`src/rtl/nor_async_pkg.sv`:
```
// Package: widths, reset values and state codes for the async NOR access sequencer
package nor_async_pkg;
  localparam int ADDR_W = 27;
  localparam int DATA_W = 16;
  localparam int CNT_W = 5;
  localparam int TCNT_W = 12;
  localparam int NUM_CS = 4;
  localparam int NUM_WAIT = 2;
  localparam int PAGE_W = 3;
  localparam logic [CNT_W-1:0] CNT_ZERO = 5'h00;
  localparam logic [1:0] DIV_ZERO = 2'h0;
  localparam logic [ADDR_W-1:0] ADDR_RST = 27'h0000000;
  localparam logic [DATA_W-1:0] DATA_RST = 16'h0000;
  typedef enum logic [1:0] {
    ST_IDLE = 2'b00,
    ST_ACCESS = 2'b01,
    ST_GAP = 2'b10
  } acc_state_e;
endpackage

```
`src/rtl/nor_async_access.sv`:
```
// Asynchronous NOR read/write access sequencer with programmable strobe timing
`timescale 1ns/1ps
module nor_async_access #(
  parameter int ADDR_W = nor_async_pkg::ADDR_W, // Address width
  parameter int DATA_W = nor_async_pkg::DATA_W, // Data width
  parameter int CNT_W = nor_async_pkg::CNT_W // Timing field width
) (
  input wire logic ref_clk_i, // 200 MHz functional clock
  input wire logic sys_rst_i, // Synchronous reset, active high
  input wire logic req_i, // Access request, taken when idle
  input wire logic req_write_i, // 1 write, 0 read
  input wire logic [1:0] req_cs_i, // Chip select index
  input wire logic [ADDR_W-1:0] req_addr_i, // Word address
  input wire logic [1:0] req_be_n_i, // Byte enables, active low
  input wire logic [nor_async_pkg::PAGE_W-1:0] req_page_words_i, // Extra page words
  input wire logic [DATA_W-1:0] req_wdata_i, // Write data
  input wire logic [1:0] timing_scale_sel_i, // Scale minus one
  input wire logic [1:0] ext_clk_divider_i, // External clock divider
  input wire logic [CNT_W-1:0] cs_assert_point_i, // Chip select on
  input wire logic [CNT_W-1:0] cs_rd_off_point_i, // Chip select off, read
  input wire logic [CNT_W-1:0] cs_wr_off_point_i, // Chip select off, write
  input wire logic [CNT_W-1:0] latch_assert_point_i, // Latch strobe on
  input wire logic [CNT_W-1:0] latch_release_point_rd_i, // Latch off, read
  input wire logic [CNT_W-1:0] latch_release_point_wr_i, // Latch off, write
  input wire logic [CNT_W-1:0] oe_assert_point_i, // Output enable on
  input wire logic [CNT_W-1:0] oe_release_point_i, // Output enable off
  input wire logic [CNT_W-1:0] we_assert_point_i, // Write strobe on
  input wire logic [CNT_W-1:0] we_release_point_i, // Write strobe off
  input wire logic [CNT_W-1:0] first_sample_count_i, // First data sample
  input wire logic [CNT_W-1:0] page_sample_count_i, // Page data spacing
  input wire logic [CNT_W-1:0] cycle_time_i, // Access length
  input wire logic [CNT_W-1:0] inter_access_gap_i, // Gap between accesses
  input wire logic [nor_async_pkg::NUM_WAIT-1:0] mem_wait_in_i, // Wait lines
  input wire logic [DATA_W-1:0] mem_data_i, // Data bus input
  output logic busy_o, // Access or gap in progress
  output logic ready_o, // Request may be taken
  output logic [nor_async_pkg::NUM_WAIT-1:0] wait_seen_o, // Wait lines, registered
  output logic rdata_valid_o, // One-cycle pulse per sampled word
  output logic [DATA_W-1:0] rdata_o, // Sampled read data
  output logic [nor_async_pkg::NUM_CS-1:0] mem_chip_sel_n_o, // Chip selects
  output logic [ADDR_W-1:0] mem_addr_out_o, // Address
  output logic addr_valid_o, // Address is valid
  output logic low_byte_en_n_o, // Low byte enable
  output logic high_byte_en_n_o, // High byte enable
  output logic addr_latch_strobe_n_o, // Address latch strobe
  output logic out_enable_n_o, // Output enable
  output logic write_strobe_n_o, // Write strobe
  output logic [DATA_W-1:0] mem_data_o, // Data bus output
  output logic mem_data_oe_o, // Data bus driven
  output logic ext_if_clk_o // External interface clock
);
  import nor_async_pkg::*;

  // Multiply a timing field by the scale, which is the select value plus one
  function automatic logic [TCNT_W-1:0] scaled(input logic [CNT_W-1:0] v,
                                               input logic [1:0] sel);
    scaled = TCNT_W'({2'b00, v} * ({1'b0, sel} + 3'h1));
  endfunction

  // ===========================================================
  // Sequencer state
  acc_state_e state_r;
  logic [TCNT_W-1:0] tcnt_r;
  logic [TCNT_W-1:0] gap_cnt_r;
  logic [TCNT_W-1:0] next_sample_r;
  logic [PAGE_W-1:0] pages_left_r;
  logic is_write_r;
  logic [1:0] cs_idx_r;
  logic [1:0] scale_r;
  logic [PAGE_W-1:0] pages_total_r;
  logic [TCNT_W-1:0] end_time;
  logic [TCNT_W-1:0] cs_off_time;
  logic start;
  logic sample_now;
  logic tick;

  assign ready_o = (state_r == ST_IDLE);
  assign start = req_i && ready_o;
  assign busy_o = !ready_o;
  // Page words stretch the cycle and the chip-select window by one page spacing each
  assign end_time = scaled(cycle_time_i, scale_r)
                    + TCNT_W'(pages_total_r) * scaled(page_sample_count_i, scale_r);
  assign cs_off_time = scaled(is_write_r ? cs_wr_off_point_i : cs_rd_off_point_i, scale_r)
                       + TCNT_W'(pages_total_r) * scaled(page_sample_count_i, scale_r);
  assign sample_now = (state_r == ST_ACCESS) && !is_write_r && (tcnt_r == next_sample_r);

  // Request capture; scale is latched so a change mid-access cannot bend the timing
  always_ff @(posedge ref_clk_i) begin
    if (sys_rst_i) begin
      is_write_r <= 1'b0;
      cs_idx_r <= 2'h0;
      scale_r <= 2'h0;
      pages_total_r <= '0;
      mem_addr_out_o <= ADDR_RST;
      mem_data_o <= DATA_RST;
    end else if (start) begin
      is_write_r <= req_write_i;
      cs_idx_r <= req_cs_i;
      scale_r <= timing_scale_sel_i;
      pages_total_r <= req_write_i ? '0 : req_page_words_i;
      mem_addr_out_o <= req_addr_i;
      mem_data_o <= req_wdata_i;
    end
  end

  // Access and gap sequencing; the timebase clears at every start
  always_ff @(posedge ref_clk_i) begin
    if (sys_rst_i) begin
      state_r <= ST_IDLE;
      tcnt_r <= '0;
      gap_cnt_r <= '0;
    end else begin
      case (state_r)
        ST_IDLE: begin
          if (start) begin
            state_r <= ST_ACCESS;
            tcnt_r <= '0;
          end
        end
        ST_ACCESS: begin
          if (tcnt_r + 1'b1 >= end_time) begin
            state_r <= ST_GAP;
            gap_cnt_r <= '0;
          end else begin
            tcnt_r <= tcnt_r + 1'b1;
          end
        end
        ST_GAP: begin
          // Address stays invalid for the gap before the next access may start
          if (gap_cnt_r + 1'b1 >= TCNT_W'(inter_access_gap_i)) begin
            state_r <= ST_IDLE;
          end
          gap_cnt_r <= gap_cnt_r + 1'b1;
        end
        default: state_r <= ST_IDLE;
      endcase
    end
  end

  // Sample schedule: first at the access time, then at each page spacing
  always_ff @(posedge ref_clk_i) begin
    if (sys_rst_i) begin
      next_sample_r <= '0;
      pages_left_r <= '0;
    end else if (start) begin
      next_sample_r <= scaled(first_sample_count_i, timing_scale_sel_i);
      pages_left_r <= req_write_i ? '0 : req_page_words_i;
    end else if (sample_now && pages_left_r != '0) begin
      next_sample_r <= next_sample_r + scaled(page_sample_count_i, scale_r);
      pages_left_r <= pages_left_r - 1'b1;
    end
  end

  // Read data capture; memory is trusted to be valid by the sample point
  always_ff @(posedge ref_clk_i) begin
    if (sys_rst_i) begin
      rdata_o <= DATA_RST;
      rdata_valid_o <= 1'b0;
    end else begin
      rdata_valid_o <= sample_now;
      if (sample_now) begin
        rdata_o <= mem_data_i;
      end
    end
  end

  // ===========================================================
  // Strobe generation against the shared timebase; byte enables come from start, wait lines are only registered
  logic in_acc;
  assign in_acc = (state_r == ST_ACCESS);

  always_ff @(posedge ref_clk_i) begin
    if (sys_rst_i) begin
      mem_chip_sel_n_o <= '1;
      addr_latch_strobe_n_o <= 1'b1;
      out_enable_n_o <= 1'b1;
      write_strobe_n_o <= 1'b1;
      low_byte_en_n_o <= 1'b1;
      high_byte_en_n_o <= 1'b1;
      addr_valid_o <= 1'b0;
      mem_data_oe_o <= 1'b0;
      wait_seen_o <= '0;
    end else begin
      wait_seen_o <= mem_wait_in_i;
      for (int i = 0; i < NUM_CS; i++) begin
        mem_chip_sel_n_o[i] <= !(in_acc && cs_idx_r == 2'(i)
          && tcnt_r >= scaled(cs_assert_point_i, scale_r)
          && tcnt_r < cs_off_time);
      end
      addr_latch_strobe_n_o <= !(in_acc && tcnt_r >= scaled(latch_assert_point_i, scale_r)
        && tcnt_r < scaled(is_write_r ? latch_release_point_wr_i
                                      : latch_release_point_rd_i, scale_r));
      out_enable_n_o <= !(in_acc && !is_write_r
        && tcnt_r >= scaled(oe_assert_point_i, scale_r)
        && tcnt_r < scaled(oe_release_point_i, scale_r)
                    + TCNT_W'(pages_total_r) * scaled(page_sample_count_i, scale_r));
      write_strobe_n_o <= !(in_acc && is_write_r
        && tcnt_r >= scaled(we_assert_point_i, scale_r)
        && tcnt_r < scaled(we_release_point_i, scale_r));
      // Byte enables held for the whole access, dropped in the gap; the address holds until the next start
      low_byte_en_n_o <= start ? req_be_n_i[0] : (in_acc ? low_byte_en_n_o : 1'b1);
      high_byte_en_n_o <= start ? req_be_n_i[1] : (in_acc ? high_byte_en_n_o : 1'b1);
      // Address flag rises with the timebase, so its lead on chip select is exactly the delay
      addr_valid_o <= in_acc && !(tcnt_r + 1'b1 >= end_time);
      mem_data_oe_o <= start ? req_write_i : (in_acc && is_write_r && tcnt_r + 1'b1 < end_time);
    end
  end

  // ===========================================================
  // External interface clock from the divider enable
  always_ff @(posedge ref_clk_i) begin
    if (sys_rst_i) begin
      ext_if_clk_o <= 1'b0;
    end else if (ext_clk_divider_i == DIV_ZERO) begin
      ext_if_clk_o <= !ext_if_clk_o;
    end else if (tick) begin
      ext_if_clk_o <= !ext_if_clk_o;
    end
  end

  tick_divider u_div (
    .ref_clk_i(ref_clk_i),
    .sys_rst_i(sys_rst_i),
    .restart_i(start),
    .div_sel_i(ext_clk_divider_i),
    .tick_o(tick)
  );

  // ===========================================================
  // Checks
  logic [TCNT_W-1:0] chk_cnt_r;
  always_ff @(posedge ref_clk_i) begin
    if (sys_rst_i || start) begin
      chk_cnt_r <= '0;
    end else if (chk_cnt_r != '1) begin
      chk_cnt_r <= chk_cnt_r + 1'b1;
    end
  end

  AST_FIRST_SAMPLE: assert property (@(posedge ref_clk_i) disable iff (sys_rst_i)
    sample_now && chk_cnt_r == next_sample_r && pages_left_r == pages_total_r
    |-> tcnt_r == scaled(first_sample_count_i, scale_r))
    else $error("first sample not at scaled access time");
  AST_SAMPLE_PULSE: assert property (@(posedge ref_clk_i) disable iff (sys_rst_i)
    sample_now |=> rdata_valid_o && rdata_o == $past(mem_data_i))
    else $error("sample not captured");
  AST_PAGE_STEP: assert property (@(posedge ref_clk_i) disable iff (sys_rst_i)
    sample_now && pages_left_r != '0 |=>
    next_sample_r == $past(next_sample_r) + scaled(page_sample_count_i, scale_r))
    else $error("page spacing wrong");
  AST_RESTART: assert property (@(posedge ref_clk_i) disable iff (sys_rst_i)
    start |=> tcnt_r == '0 && state_r == ST_ACCESS)
    else $error("timebase not restarted");
  AST_ONE_CS: assert property (@(posedge ref_clk_i) disable iff (sys_rst_i)
    $countones(~mem_chip_sel_n_o) <= 1)
    else $error("more than one chip select low");
  AST_CS_ADDR: assert property (@(posedge ref_clk_i) disable iff (sys_rst_i)
    !(|(~mem_chip_sel_n_o)) ##1 (|(~mem_chip_sel_n_o)) |-> addr_valid_o && low_byte_en_n_o
      == $past(low_byte_en_n_o))
    else $error("chip select without valid address");
  AST_OE_READ: assert property (@(posedge ref_clk_i) disable iff (sys_rst_i)
    !out_enable_n_o |-> !is_write_r && $past(in_acc))
    else $error("output enable outside read");
  AST_GAP: assert property (@(posedge ref_clk_i) disable iff (sys_rst_i)
    state_r == ST_GAP |-> !addr_valid_o && mem_chip_sel_n_o == '1)
    else $error("address valid in gap");
endmodule

```
`src/rtl/tick_divider.sv`:
```
// Divider that emits a one-cycle enable at the selected fraction of the functional clock
`timescale 1ns/1ps
module tick_divider (
  input wire logic ref_clk_i, // Functional clock
  input wire logic sys_rst_i, // Synchronous reset, active high
  input wire logic restart_i, // Realign phase at access start
  input wire logic [1:0] div_sel_i, // Divide ratio minus one
  output logic tick_o // One-cycle enable
);
  import nor_async_pkg::*;
  logic [1:0] div_cnt_r;

  // Counts down the ratio; zero divider gives a tick every cycle
  always_ff @(posedge ref_clk_i) begin
    if (sys_rst_i || restart_i || div_cnt_r == DIV_ZERO) begin
      div_cnt_r <= div_sel_i;
    end else begin
      div_cnt_r <= div_cnt_r - 2'h1;
    end
  end

  assign tick_o = (div_cnt_r == DIV_ZERO);
endmodule

```
`config.mk`:
```
export PLATFORM = sky130hd
export DESIGN_NAME = nor_async_access
export DESIGN_NICKNAME = d
export VERILOG_FILES = /design/src/rtl/nor_async_pkg.sv /design/src/rtl/nor_async_access.sv /design/src/rtl/tick_divider.sv
export SDC_FILE = /design/constraint.sdc
export NUM_CORES = 1
export LEC_CHECK = 0
export ABC_AREA = 1
export BUFFER_PORTS_ARGS = -buffer_cell sky130_fd_sc_hd__buf_2
export CORE_MARGIN = 2
export CORE_UTILIZATION = 40
export DETAILED_ROUTE_END_ITERATION = 16
export PLACE_DENSITY = 0.66
export SLEW_MARGIN = 20
export SYNTH_ARGS = -nofsm -noshare
export SYNTH_HDL_FRONTEND = slang
export SYNTH_SLANG_ARGS = --single-unit
```
`constraint.sdc`:
```
create_clock -name ref_clk_i -period 18.8 [get_ports ref_clk_i]
set_clock_uncertainty 0.2 [all_clocks]
set_input_delay 0.94 -clock ref_clk_i [delete_from_list [all_inputs] [get_ports ref_clk_i]]
set_output_delay 0.94 -clock ref_clk_i [all_outputs]
set_load 0.02 [all_outputs]
```
; Yosys cells after proc, flatten, opt, wreduce, memory -nomap -nowiden
; Index checks and enable logic that the tools add are counted.
[op_classes]
add_sub_neg = 10
multipliers = 12
magnitude_cmp = 11
n_eq_ne = 11
mux = 23
n_reduce_logical = 50
[op_table]
columns = op, count
row1 = multiplier 5 x 12 -> 12 bit, 9
row2 = >= comparator 12 bit, 5
row3 = 2-to-1 mux 12 bit, 5
row4 = adder 12 bit, 4
row5 = < comparator 12 bit, 4
row6 = case mux 12 bit (2 select lines), 2
row7 = logical AND 1 bit, 25
row8 = "adder 12 x 1 -> 12 bit, second input constant", 2
row9 = multiplier 5 x 3 -> 8 bit, 2
row10 = == test 12 bit, 1
row11 = >= comparator 12 x 5 -> 1 bit, 1
row12 = < comparator 12 x 8 -> 1 bit, 1
row13 = multiplier 3 x 12 -> 12 bit, 1
row14 = zero test 1 bit, 11
row15 = 2-to-1 mux 5 bit, 2
row16 = 2-to-1 mux 3 bit, 3
row17 = zero test 2 bit, 4
row18 = 2-to-1 mux 2 bit, 4
row19 = nonzero test 2 bit, 4
row20 = "adder 2 x 1 -> 3 bit, second input constant", 2
row21 = "== test 2 bit, second input constant", 3
row22 = 2-to-1 mux 1 bit, 6
row23 = "inequality test 2 bit, second input constant", 3
row24 = case mux 2 bit (3 select lines), 1
row25 = 8 further kinds, 12
[totals]
register_bits = 125
input_bits = 146
out_inout_bits = 76
elab_cells = 141

; Logic depth before layout (Yosys ltp)
; Gate-level depths: netlist (run 1).
[logic_depth]
word_depth = 7
mapped_depth = 41
mapped_depth_nobuf = 39

; Modules after synthesis
; A second synthesis (run 1) with hierarchy kept.
[unflattened]
cells_unflattened = 2029
area_unflattened_um2 = 13504.2
[by_module_without_submodules]
columns = mod, n_inst, cells_each, area_per_inst_um2, seq_area_each_um2
row1 = nor_async_access, 1, 2014, 13401.6, 2462.4
row2 = tick_divider, 1, 15, 102.6, 40.0

; Worst setup path before layout (run 1)
; OpenSTA, ideal clock, no wires.
[synth_timing]
kind = flip-flop to flip-flop
startpoint = register scale_r[0]
endpoint = register tcnt_r[2]
setup_time_ns = 0.117
arrival_ns = 7.095
t_required_ns = 18.483
setup_slack_ns = 11.388
path_stages_with_launch = 35
path_buffers = 3
period_less_slack_ns = 7.412
path_cell_list = dfxtp_1 -> ha_1 -> clkbuf_1 -> clkbuf_1 -> nand2_1 -> fa_1 -> inv_1 -> ha_1 -> fa_1 -> xor2_1 -> nand2_1 -> fa_1 -> inv_1 -> ha_1 -> or2_2 -> and2_1 -> xor2_1 -> fa_1 -> ha_1 -> nand2_1 -> nor3_1 -> a21oi_1 -> nand3b_1 -> nand2_1 -> nand2_1 -> nand2_1 -> nand2_1 -> ha_1 -> a21oi_1 -> o21bai_1 -> a21oi_1 -> nand4_1 -> buf_2 -> a22oi_1 -> nor2_1
[synth_via]
elab_chain_len = 7
word_cells_on_any_way = 8
cone_classes = add/sub: 2 / mul: 3 / order compare: 1 / eq/ne: 1 / reduce/logical: 1
[synth_lines]
columns = element, line_no
row1 = "start, declared", nor_async_access.sv:69  ; logic [1:0] scale_r;
row2 = "start signal, assigned", nor_async_access.sv:99  ; scale_r <= timing_scale_sel_i;
row3 = adder 2 x 1 -> 3 bit *, nor_async_access.sv:57  ; scaled = TCNT_W'({2'b00, v} * ({1'b0, sel} + 3'h1));
row4 = multiplier 5 x 12 -> 12 bit, nor_async_access.sv:57
row5 = multiplier 3 x 12 -> 12 bit, nor_async_access.sv:82  ; + TCNT_W'(pages_total_r) * scaled(page_sample_count_i, scale_r);
row6 = adder 12 bit *, nor_async_access.sv:82
row7 = >= comparator 12 bit *, nor_async_access.sv:121  ; if (tcnt_r + 1'b1 >= end_time) begin
row8 = inequality test 2 bit (no line) *, n/a
row9 = AND reduction 3 bit (no line) *, n/a
row10 = "end signal, assigned", nor_async_access.sv:125  ; tcnt_r <= tcnt_r + 1'b1;
row11 = "end, declared", nor_async_access.sv:63  ; logic [TCNT_W-1:0] tcnt_r;
; Mark *: on every way between the ends. The rest lies on a longest branch, timed or not.
; A chain may end at the register's enable or synchronous reset.

; Worst setup path after layout (run 1)
[layout_timing]
startpoint = register scale_r[0]
endpoint = register tcnt_r[11]
; The elaborated chain is that of the path after synthesis.

==> results of run 1 <==
==> flip-flops by register name, indices dropped and copies added (netlist names), 2 cells and up <==
| name | count |
|---|---|
| gap_cnt_r | 12 |
| scale_r | 2 |
| pages_total_r | 3 |
| cs_idx_r | 2 |
| wait_seen_o | 2 |
| tcnt_r | 12 |
| u_div.div_cnt_r | 2 |
| rdata_o | 16 |
| mem_addr_out_o | 27 |
| mem_data_o | 16 |
| pages_left_r | 3 |
| mem_chip_sel_n_o | 4 |
| next_sample_r | 12 |
| state_r | 2 |
==> power by group through the flow <==
stage	sequential (mW)	clock [mW]	combinational (mW)
finish	0.367	0.333	0.931
global route	0.372	0.350	1.08
CTS	0.366	0.339	0.936
detailed placement	0.371	0	0.931
global placement	0.370	0	0.906
floorplan	0.377	0	0.654
==> metal layers <==
layer | vias to the layer above | GRT usage | wire (µm)
li1 | 6728 | - | -
met1 | 5926 | 0.2774 | 16710
met2 | 374 | 0.3729 | 17250
met3 | 56 | 0.04146 | 2418
met4 | 0 | 0.07601 | 1022
met5 | - | 0 | 0
==> cell usage after synthesis (15+ instances only) <==
| library cell | instances | area share |
|---|---|---|
| or2_2 | 15 | 0.0070 |
| nand4_1 | 25 | 0.012 |
| ha_1 | 197 | 0.18 |
| nand3_1 | 109 | 0.041 |
| inv_1 | 329 | 0.092 |
| xnor2_1 | 23 | 0.015 |
| o21ai_0 | 121 | 0.045 |
| fa_1 | 67 | 0.10 |
| nor2_1 | 244 | 0.068 |
| nand2_1 | 467 | 0.13 |
| xor2_1 | 29 | 0.019 |
| clkbuf_1 | 39 | 0.011 |
| nor3_1 | 18 | 0.0067 |
| dfxtp_1 | 125 | 0.19 |
| a21oi_1 | 126 | 0.047 |
==> logic make-up (layout without fill, tap and decap cells) <==
logic type | Yosys count | count (layout) | share of synthesized area
AOI/OAI and AO/OA | 275 | 275 | 0.1074
buffers and inverters | 390 | 598 | 0.1104
adders and majority gates | 264 | 264 | 0.2842
DFF | 125 | 125 | 0.1869
xor gates and xnor gates | 52 | 52 | 0.03401
muxes | 2 | 2 | 0.001495
and+or+nand+nor | 893 | 893 | 0.2755
==> cell type report <==
| class | count | area (µm²) |
|---|---|---|
| Clock inverter | 15 | 165.2 |
| Inverter | 334 | 1254 |
| Clock buffer | 17 | 425.4 |
| Multi-Input combinational cell | 1486 | 9418 |
| Fill cell | 3466 | 17770 |
| Tap cell | 448 | 560.5 |
| Sequential cell | 125 | 2502 |
| Timing Repair Buffer | 232 | 1189 |
==> worst reg2reg max path, delay by kind of cell (launching register included) <==
kind            cells  cell delay [ns]
xor+xnor            2             0.77
fa+ha+maj           9             3.37
compound gates      4             0.52
flops               1             0.31
simple gates       15             2.59
buf+inv             4             0.69
==> how the worst max path moves through the flow <==
stage                                 start                      end
floorplan           scale_r[0]$_SDFFE_PP0P_   tcnt_r[2]$_SDFFE_PP0P_
global placement    scale_r[0]$_SDFFE_PP0P_   tcnt_r[4]$_SDFFE_PP0P_
detailed placement  scale_r[0]$_SDFFE_PP0P_   tcnt_r[8]$_SDFFE_PP0P_
CTS                 scale_r[0]$_SDFFE_PP0P_   tcnt_r[8]$_SDFFE_PP0P_
global route        scale_r[1]$_SDFFE_PP0P_   tcnt_r[5]$_SDFFE_PP0P_
finish              scale_r[0]$_SDFFE_PP0P_  tcnt_r[11]$_SDFFE_PP0P_
==> through the flow <==
| step | total power [mW] | util | std cells | cell area, µm² | hold WS [ns] |
|---|---|---|---|---|---|
| final | 1.631 | 0.4661 | 2657 | 15510 | 0.2434 |
| after global routing | 1.804 | 0.4661 | 2657 | 15510 | 0.2970 |
| after CTS | 1.641 | 0.4661 | 2657 | 15510 | 0.2480 |
| after detailed placement | 1.302 | 0.4484 | 2625 | 14920 | 0.2381 |
| after global placement | 1.276 | 0.4484 | 2625 | 14920 | 0.2375 |
| after floorplan | 1.032 | - | 2001 | 13390 | 0.2236 |
==> metrics, run 1 <==
run status finished clean; Hold/Removal Path Class reg2reg; critical path depth 34; crit path DAT between 8 and 9 ns; crit end category flop; setup slack, reg-to-reg 10.24 ns; DRC viols 0; unrepaired setup endpoints after global routing no; Psw about 0.79 mW; Worst Hold End ext_if_clk_o$_SDFFE_PP0P_; core area between 0.03 and 0.04 mm²; CP peak stage delay roughly 0.64 ns; Tot GR Track Use 0.2191; Die X between 150 and 200 µm; min Tclk post-route between 8 and 9 ns; final worst slack 10.24 ns; TritonCTS Sinks ~130; n_diodes 0; startpoint types flop; CTS Buffer Depth 2; clock-pin slew on the worst setup and hold paths around 0.06 ns; Final Cycle Share 0.4555; Num CTS Buffers 17; pre-CTS setup slack slightly above 10 ns; Post-synth ARST share 0; setup repair bufs after CTS 0; Mapped Cells between 2,000 and 2,500; vias in the first global route 12,980; Main synth FF type dfxtp_1; Worst Path Max Fanout 47; Tightest Pin Transition 1.008 ns; via density per instance 4.924; share of post-route cells with drive strength above 1 0.1313; most frequent CP cell nand2_1; Worst EP required ~19 ns; die area between 0.03 and 0.04 mm²; DR vias roughly 13,000; CP Buf/Inv Count 4; Setup CP Type reg2reg; final wirelength 37.39 mm; RePlAce Congestion 0.9007; post-synthesis register bit count ~130; synthesized area per cell approximately 6.7 µm²; post-cts sizing count 0; first-pass GRT wire length between 60 and 70 mm; CP top delay family adder cells; fmax roughly 0.12 GHz; r2r endpoint tcnt_r[11]$_SDFFE_PP0P_; Clock Latency Late Sink around 0.43 ns; Nets 2,606; Max Slew Vio Count 0; dpl hpwl ~30 mm; DR pass1 iterations 5; r2r worst-path depth 34; sequential cell area fraction in the yosys report 0.1869; total of warnings raised by yosys 0; number of antenna violations at the first check in global routing 0; DR WL/cell ~14 µm; total grt overflow 0; most frequent cells in the layout 466 x nand2_1, 328 x inv_1, 244 x nor2_1; Power Dens Cells ~110 mW/mm²; Antenna Nets Post-Route 0; Initial DRC Count between 500 and 600; Die Ht about 190 µm; commonest non-fill, non-tap cell in the layout nand2_1; Mapped Area roughly 0.013 mm²; Int Pwr between 0.8 and 0.9 mW; syn nets ~2,400; Top Ports roughly 220; row count 67; post-cts hold buffer count 0; EDFF count, synth 0; register share of total power 0.225; Cell variety after synth 39; Initial Util 0.4024; maximum vdd drop 0.00007808 V; Switching Fraction 0.4836; RR Startpoint scale_r[0]$_SDFFE_PP0P_; Max Cap Viol 0; Worst Hold Depth 1; Final setup viols 0; clock power share 0.204; Leakage 8.653 nW; H-tree depth 4; pin count of the biggest net entering global routing 75; hold path startpoint ext_if_clk_o$_SDFFE_PP0P_; clock root cell clkbuf_16; combinational share of power 0.571; final hold vios 0; CTS tree yes; Area growth syn-to-layout 15.85%; port bufs roughly 220; Slew headroom 0.3271; Worst path slowest cell nand4_1; setup TNS 0 ns
Note: power is estimated with default switching activity, not from simulation.
==> run 2, diff against run 1 <==
--- a/config.mk
+++ b/config.mk
@@ -10,7 +10,7 @@
 export CORE_MARGIN = 2
 export CORE_UTILIZATION = 40
 export DETAILED_ROUTE_END_ITERATION = 16
-export PLACE_DENSITY = 0.66
+export PLACE_DENSITY = 0.68
 export SLEW_MARGIN = 20
 export SYNTH_ARGS = -nofsm -noshare
 export SYNTH_HDL_FRONTEND = slang
==> constraint.sdc (replaced) <==
create_clock -name ref_clk_i -period 7.65 [get_ports ref_clk_i]
set_clock_uncertainty 0.2 [all_clocks]
set_input_delay 0.3825 -clock ref_clk_i [delete_from_list [all_inputs] [get_ports ref_clk_i]]
set_output_delay 0.3825 -clock ref_clk_i [all_outputs]
set_load 0.02 [all_outputs]
==> run 2 against run 1 <==
Compared with the run above:
- cell area up 1.8%
- fmax up 20%
- non-clock buffer count up 24
- highest routed layer unchanged
- largest power group unchanged
- first-iteration DRC count up 26%
==> metrics, run 2 (same netlist as run 1, synthesis figures left out) <==
worst setup path startpoint scale_r[0]$_SDFFE_PP0P_; most frequent CP cell nand2_1; Tightest Pin Transition 0.9912 ns (-0.01681 ns); TritonCTS Sinks 125 (unchanged); setup repair bufs after CTS 0 (unchanged); final non-filler cell area 0.01579 mm² (+1.8%); core area 0.03328 mm² (unchanged); DR vias 13,280 (+1.5%); Final setup viols 0 (unchanged); Biggest register mem_addr_out_o; Post-DP Area 0.01498 mm² (+0.35%); Power Dens Cells 255.7 mW/mm² (+140%); first-pass GRT wire length 62.48 mm (-0.19%); DR WL/cell 13.91 µm (-1.2%); Max Cap Viol 0 (unchanged); die area 0.03496 mm² (unchanged); number of antenna violations at the first check in global routing 1 (+1); DRC viols 0 (unchanged); RePlAce Congestion 0.8699 (-3.4%); total grt overflow 0 (unchanged); Int Pwr 2.119 mW (+150%); Antenna Nets Post-Route 0 (unchanged); final hold vios 0 (unchanged); Top Ports 222 (unchanged); clock power share 0.201 (-0.003); Worst EP required 7.76 ns (-11.16 ns); final worst slack 0.5210 ns (-9.715 ns); DR pass1 iterations 5 (unchanged); H-tree depth 4 (unchanged); CTS tree yes; RR Startpoint scale_r[0]$_SDFFE_PP0P_; pin count of the biggest net entering global routing 92 (+23%); via density per instance 4.955 (+0.62%); Die Ht 187.0 µm (unchanged); min Tclk post-route 7.129 ns (-1.435 ns); row count 67 (unchanged); Switching Fraction 0.4751 (-0.008534); Final Cycle Share 0.9319 (+0.4764); crit path DAT 7.24 ns (-1.45 ns); Initial DRC Count 740 (+26%); Max Slew Vio Count 0 (unchanged); Tot GR Track Use 0.2169 (-0.002191); Worst Path Max Fanout 10 (-79%); setup slack, reg-to-reg 0.52 ns (-9.71 ns); r2r worst-path depth 33 (-2.9%); Area growth syn-to-layout 17.89%; startpoint types flop; max reg flops 27 (unchanged); Setup CP Type reg2reg; most frequent cells in the layout 465 x nand2_1, 327 x inv_1, 244 x nor2_1; dpl hpwl 29.47 mm (-0.35%); final wirelength 37.27 mm (-0.33%); clock-pin slew on the worst setup and hold paths 0.06 ns (about the same); port bufs 221 (unchanged); combinational share of power 0.582 (+0.011); maximum vdd drop 0.0001713 V (+120%); register share of total power 0.216 (-0.009); fmax 0.1403 GHz (+20%); vias in the first global route 13,160 (+1.4%); Worst Hold Depth 3 (+2); Leakage 8.759 nW (+1.2%); Critical Path End tcnt_r[3]$_SDFFE_PP0P_; CTS Buffer Depth 2 (unchanged); commonest non-fill, non-tap cell in the layout nand2_1; Num CTS Buffers 17 (unchanged); r2r endpoint tcnt_r[3]$_SDFFE_PP0P_; Die X 187.0 µm (unchanged); CP peak stage delay 0.50 ns (-0.14 ns); Slew headroom 0.3383 (+0.01122); Design Power 4.037 mW (+150%); Initial Util 0.4024 (unchanged); crit end category flop; run status finished clean; Psw 1.918 mW (+140%); clock root cell clkbuf_16; Nets 2,630 (+0.92%); Worst path slowest cell fa_1; share of post-route cells with drive strength above 1 0.1358 (+0.004532); pre-CTS setup slack 0.2262 ns (-10.05 ns); Hold/Removal Path Class in2reg; Clock Latency Late Sink 0.43 ns (about the same); Largest regs mem_addr_out_o (27), mem_data_o (16), rdata_o (16)
-- run 2: how the worst min path moves through the flow --
stage	startpoint	to
global route	req_addr_i[6]	mem_addr_out_o[6]$_SDFFE_PP0P_
global placement	ext_if_clk_o$_SDFFE_PP0P_	ext_if_clk_o$_SDFFE_PP0P_
floorplan	u_div.div_cnt_r[0]$_DFF_P_	u_div.div_cnt_r[0]$_DFF_P_
finish	req_addr_i[13]	mem_addr_out_o[13]$_SDFFE_PP0P_
CTS	req_addr_i[13]	mem_addr_out_o[13]$_SDFFE_PP0P_
detailed placement	ext_if_clk_o$_SDFFE_PP0P_	ext_if_clk_o$_SDFFE_PP0P_
-- run 2: area by class of cell --
cell class / instances / area, µm²
clock inverters: 10 / 142.6
flip-flops and latches: 125 / 2502
well taps: 448 / 560.5
inverters: 334 / 1255
clock buffers: 20 / 436.7
fillers: 3397 / 17490
multi-input cells: 1486 / 9477
repair buffers: 256 / 1411
diodes: 1 / 2.502
-- run 2: timing repair --
item,4_1_cts,5_1_grt
hold buffers,17,0
endpoints found under the hold margin,17,0
resized for setup,0,12
endpoints found under the setup margin,0,31
-- run 2: per-stage QoR --
step	TNS [ns]	hold WS, ns	cells	util
4_1_cts	0	0.0002254	2679	0.4725
3_3_place_gp	0	0.2350	2632	0.4500
6_report	0	0.01301	2680	0.4744
5_1_grt	-0.01118	0.01509	2680	0.4744
3_5_place_dp	0	0.2441	2632	0.4500
2_1_floorplan	0	0.2236	2001	-
-- run 2: worst max-delay path, delay by kind of cell, from the launching register on --
kind	cells	cell delay, ns
DFF	1	0.34
adders and majority gates	9	3.40
buffers and inverters	4	0.45
xor gates and xnor gates	2	0.44
AOI/OAI and AO/OA	5	0.64
and+or+nand+nor	13	1.55
-- run 2: power groups by stage --
stage	Clock, mW	Combinational (mW)	Sequential [mW]
2_1_floorplan	0	1.61	0.927
3_3_place_gp	0	2.25	0.878
3_5_place_dp	0	2.32	0.882
4_1_cts	0.826	2.34	0.870
5_1_grt	0.854	2.72	0.885
6_report	0.813	2.35	0.874
-- run 2: layer usage --
layer  share of wire  GRT usage  vias to the layer above
met4           0.027    0.07295                        0
met3           0.074    0.04146                       69
met2            0.45     0.3627                      422
met1            0.45     0.2805                     6001
li1                -          -                     6787
met5               0          0                        -
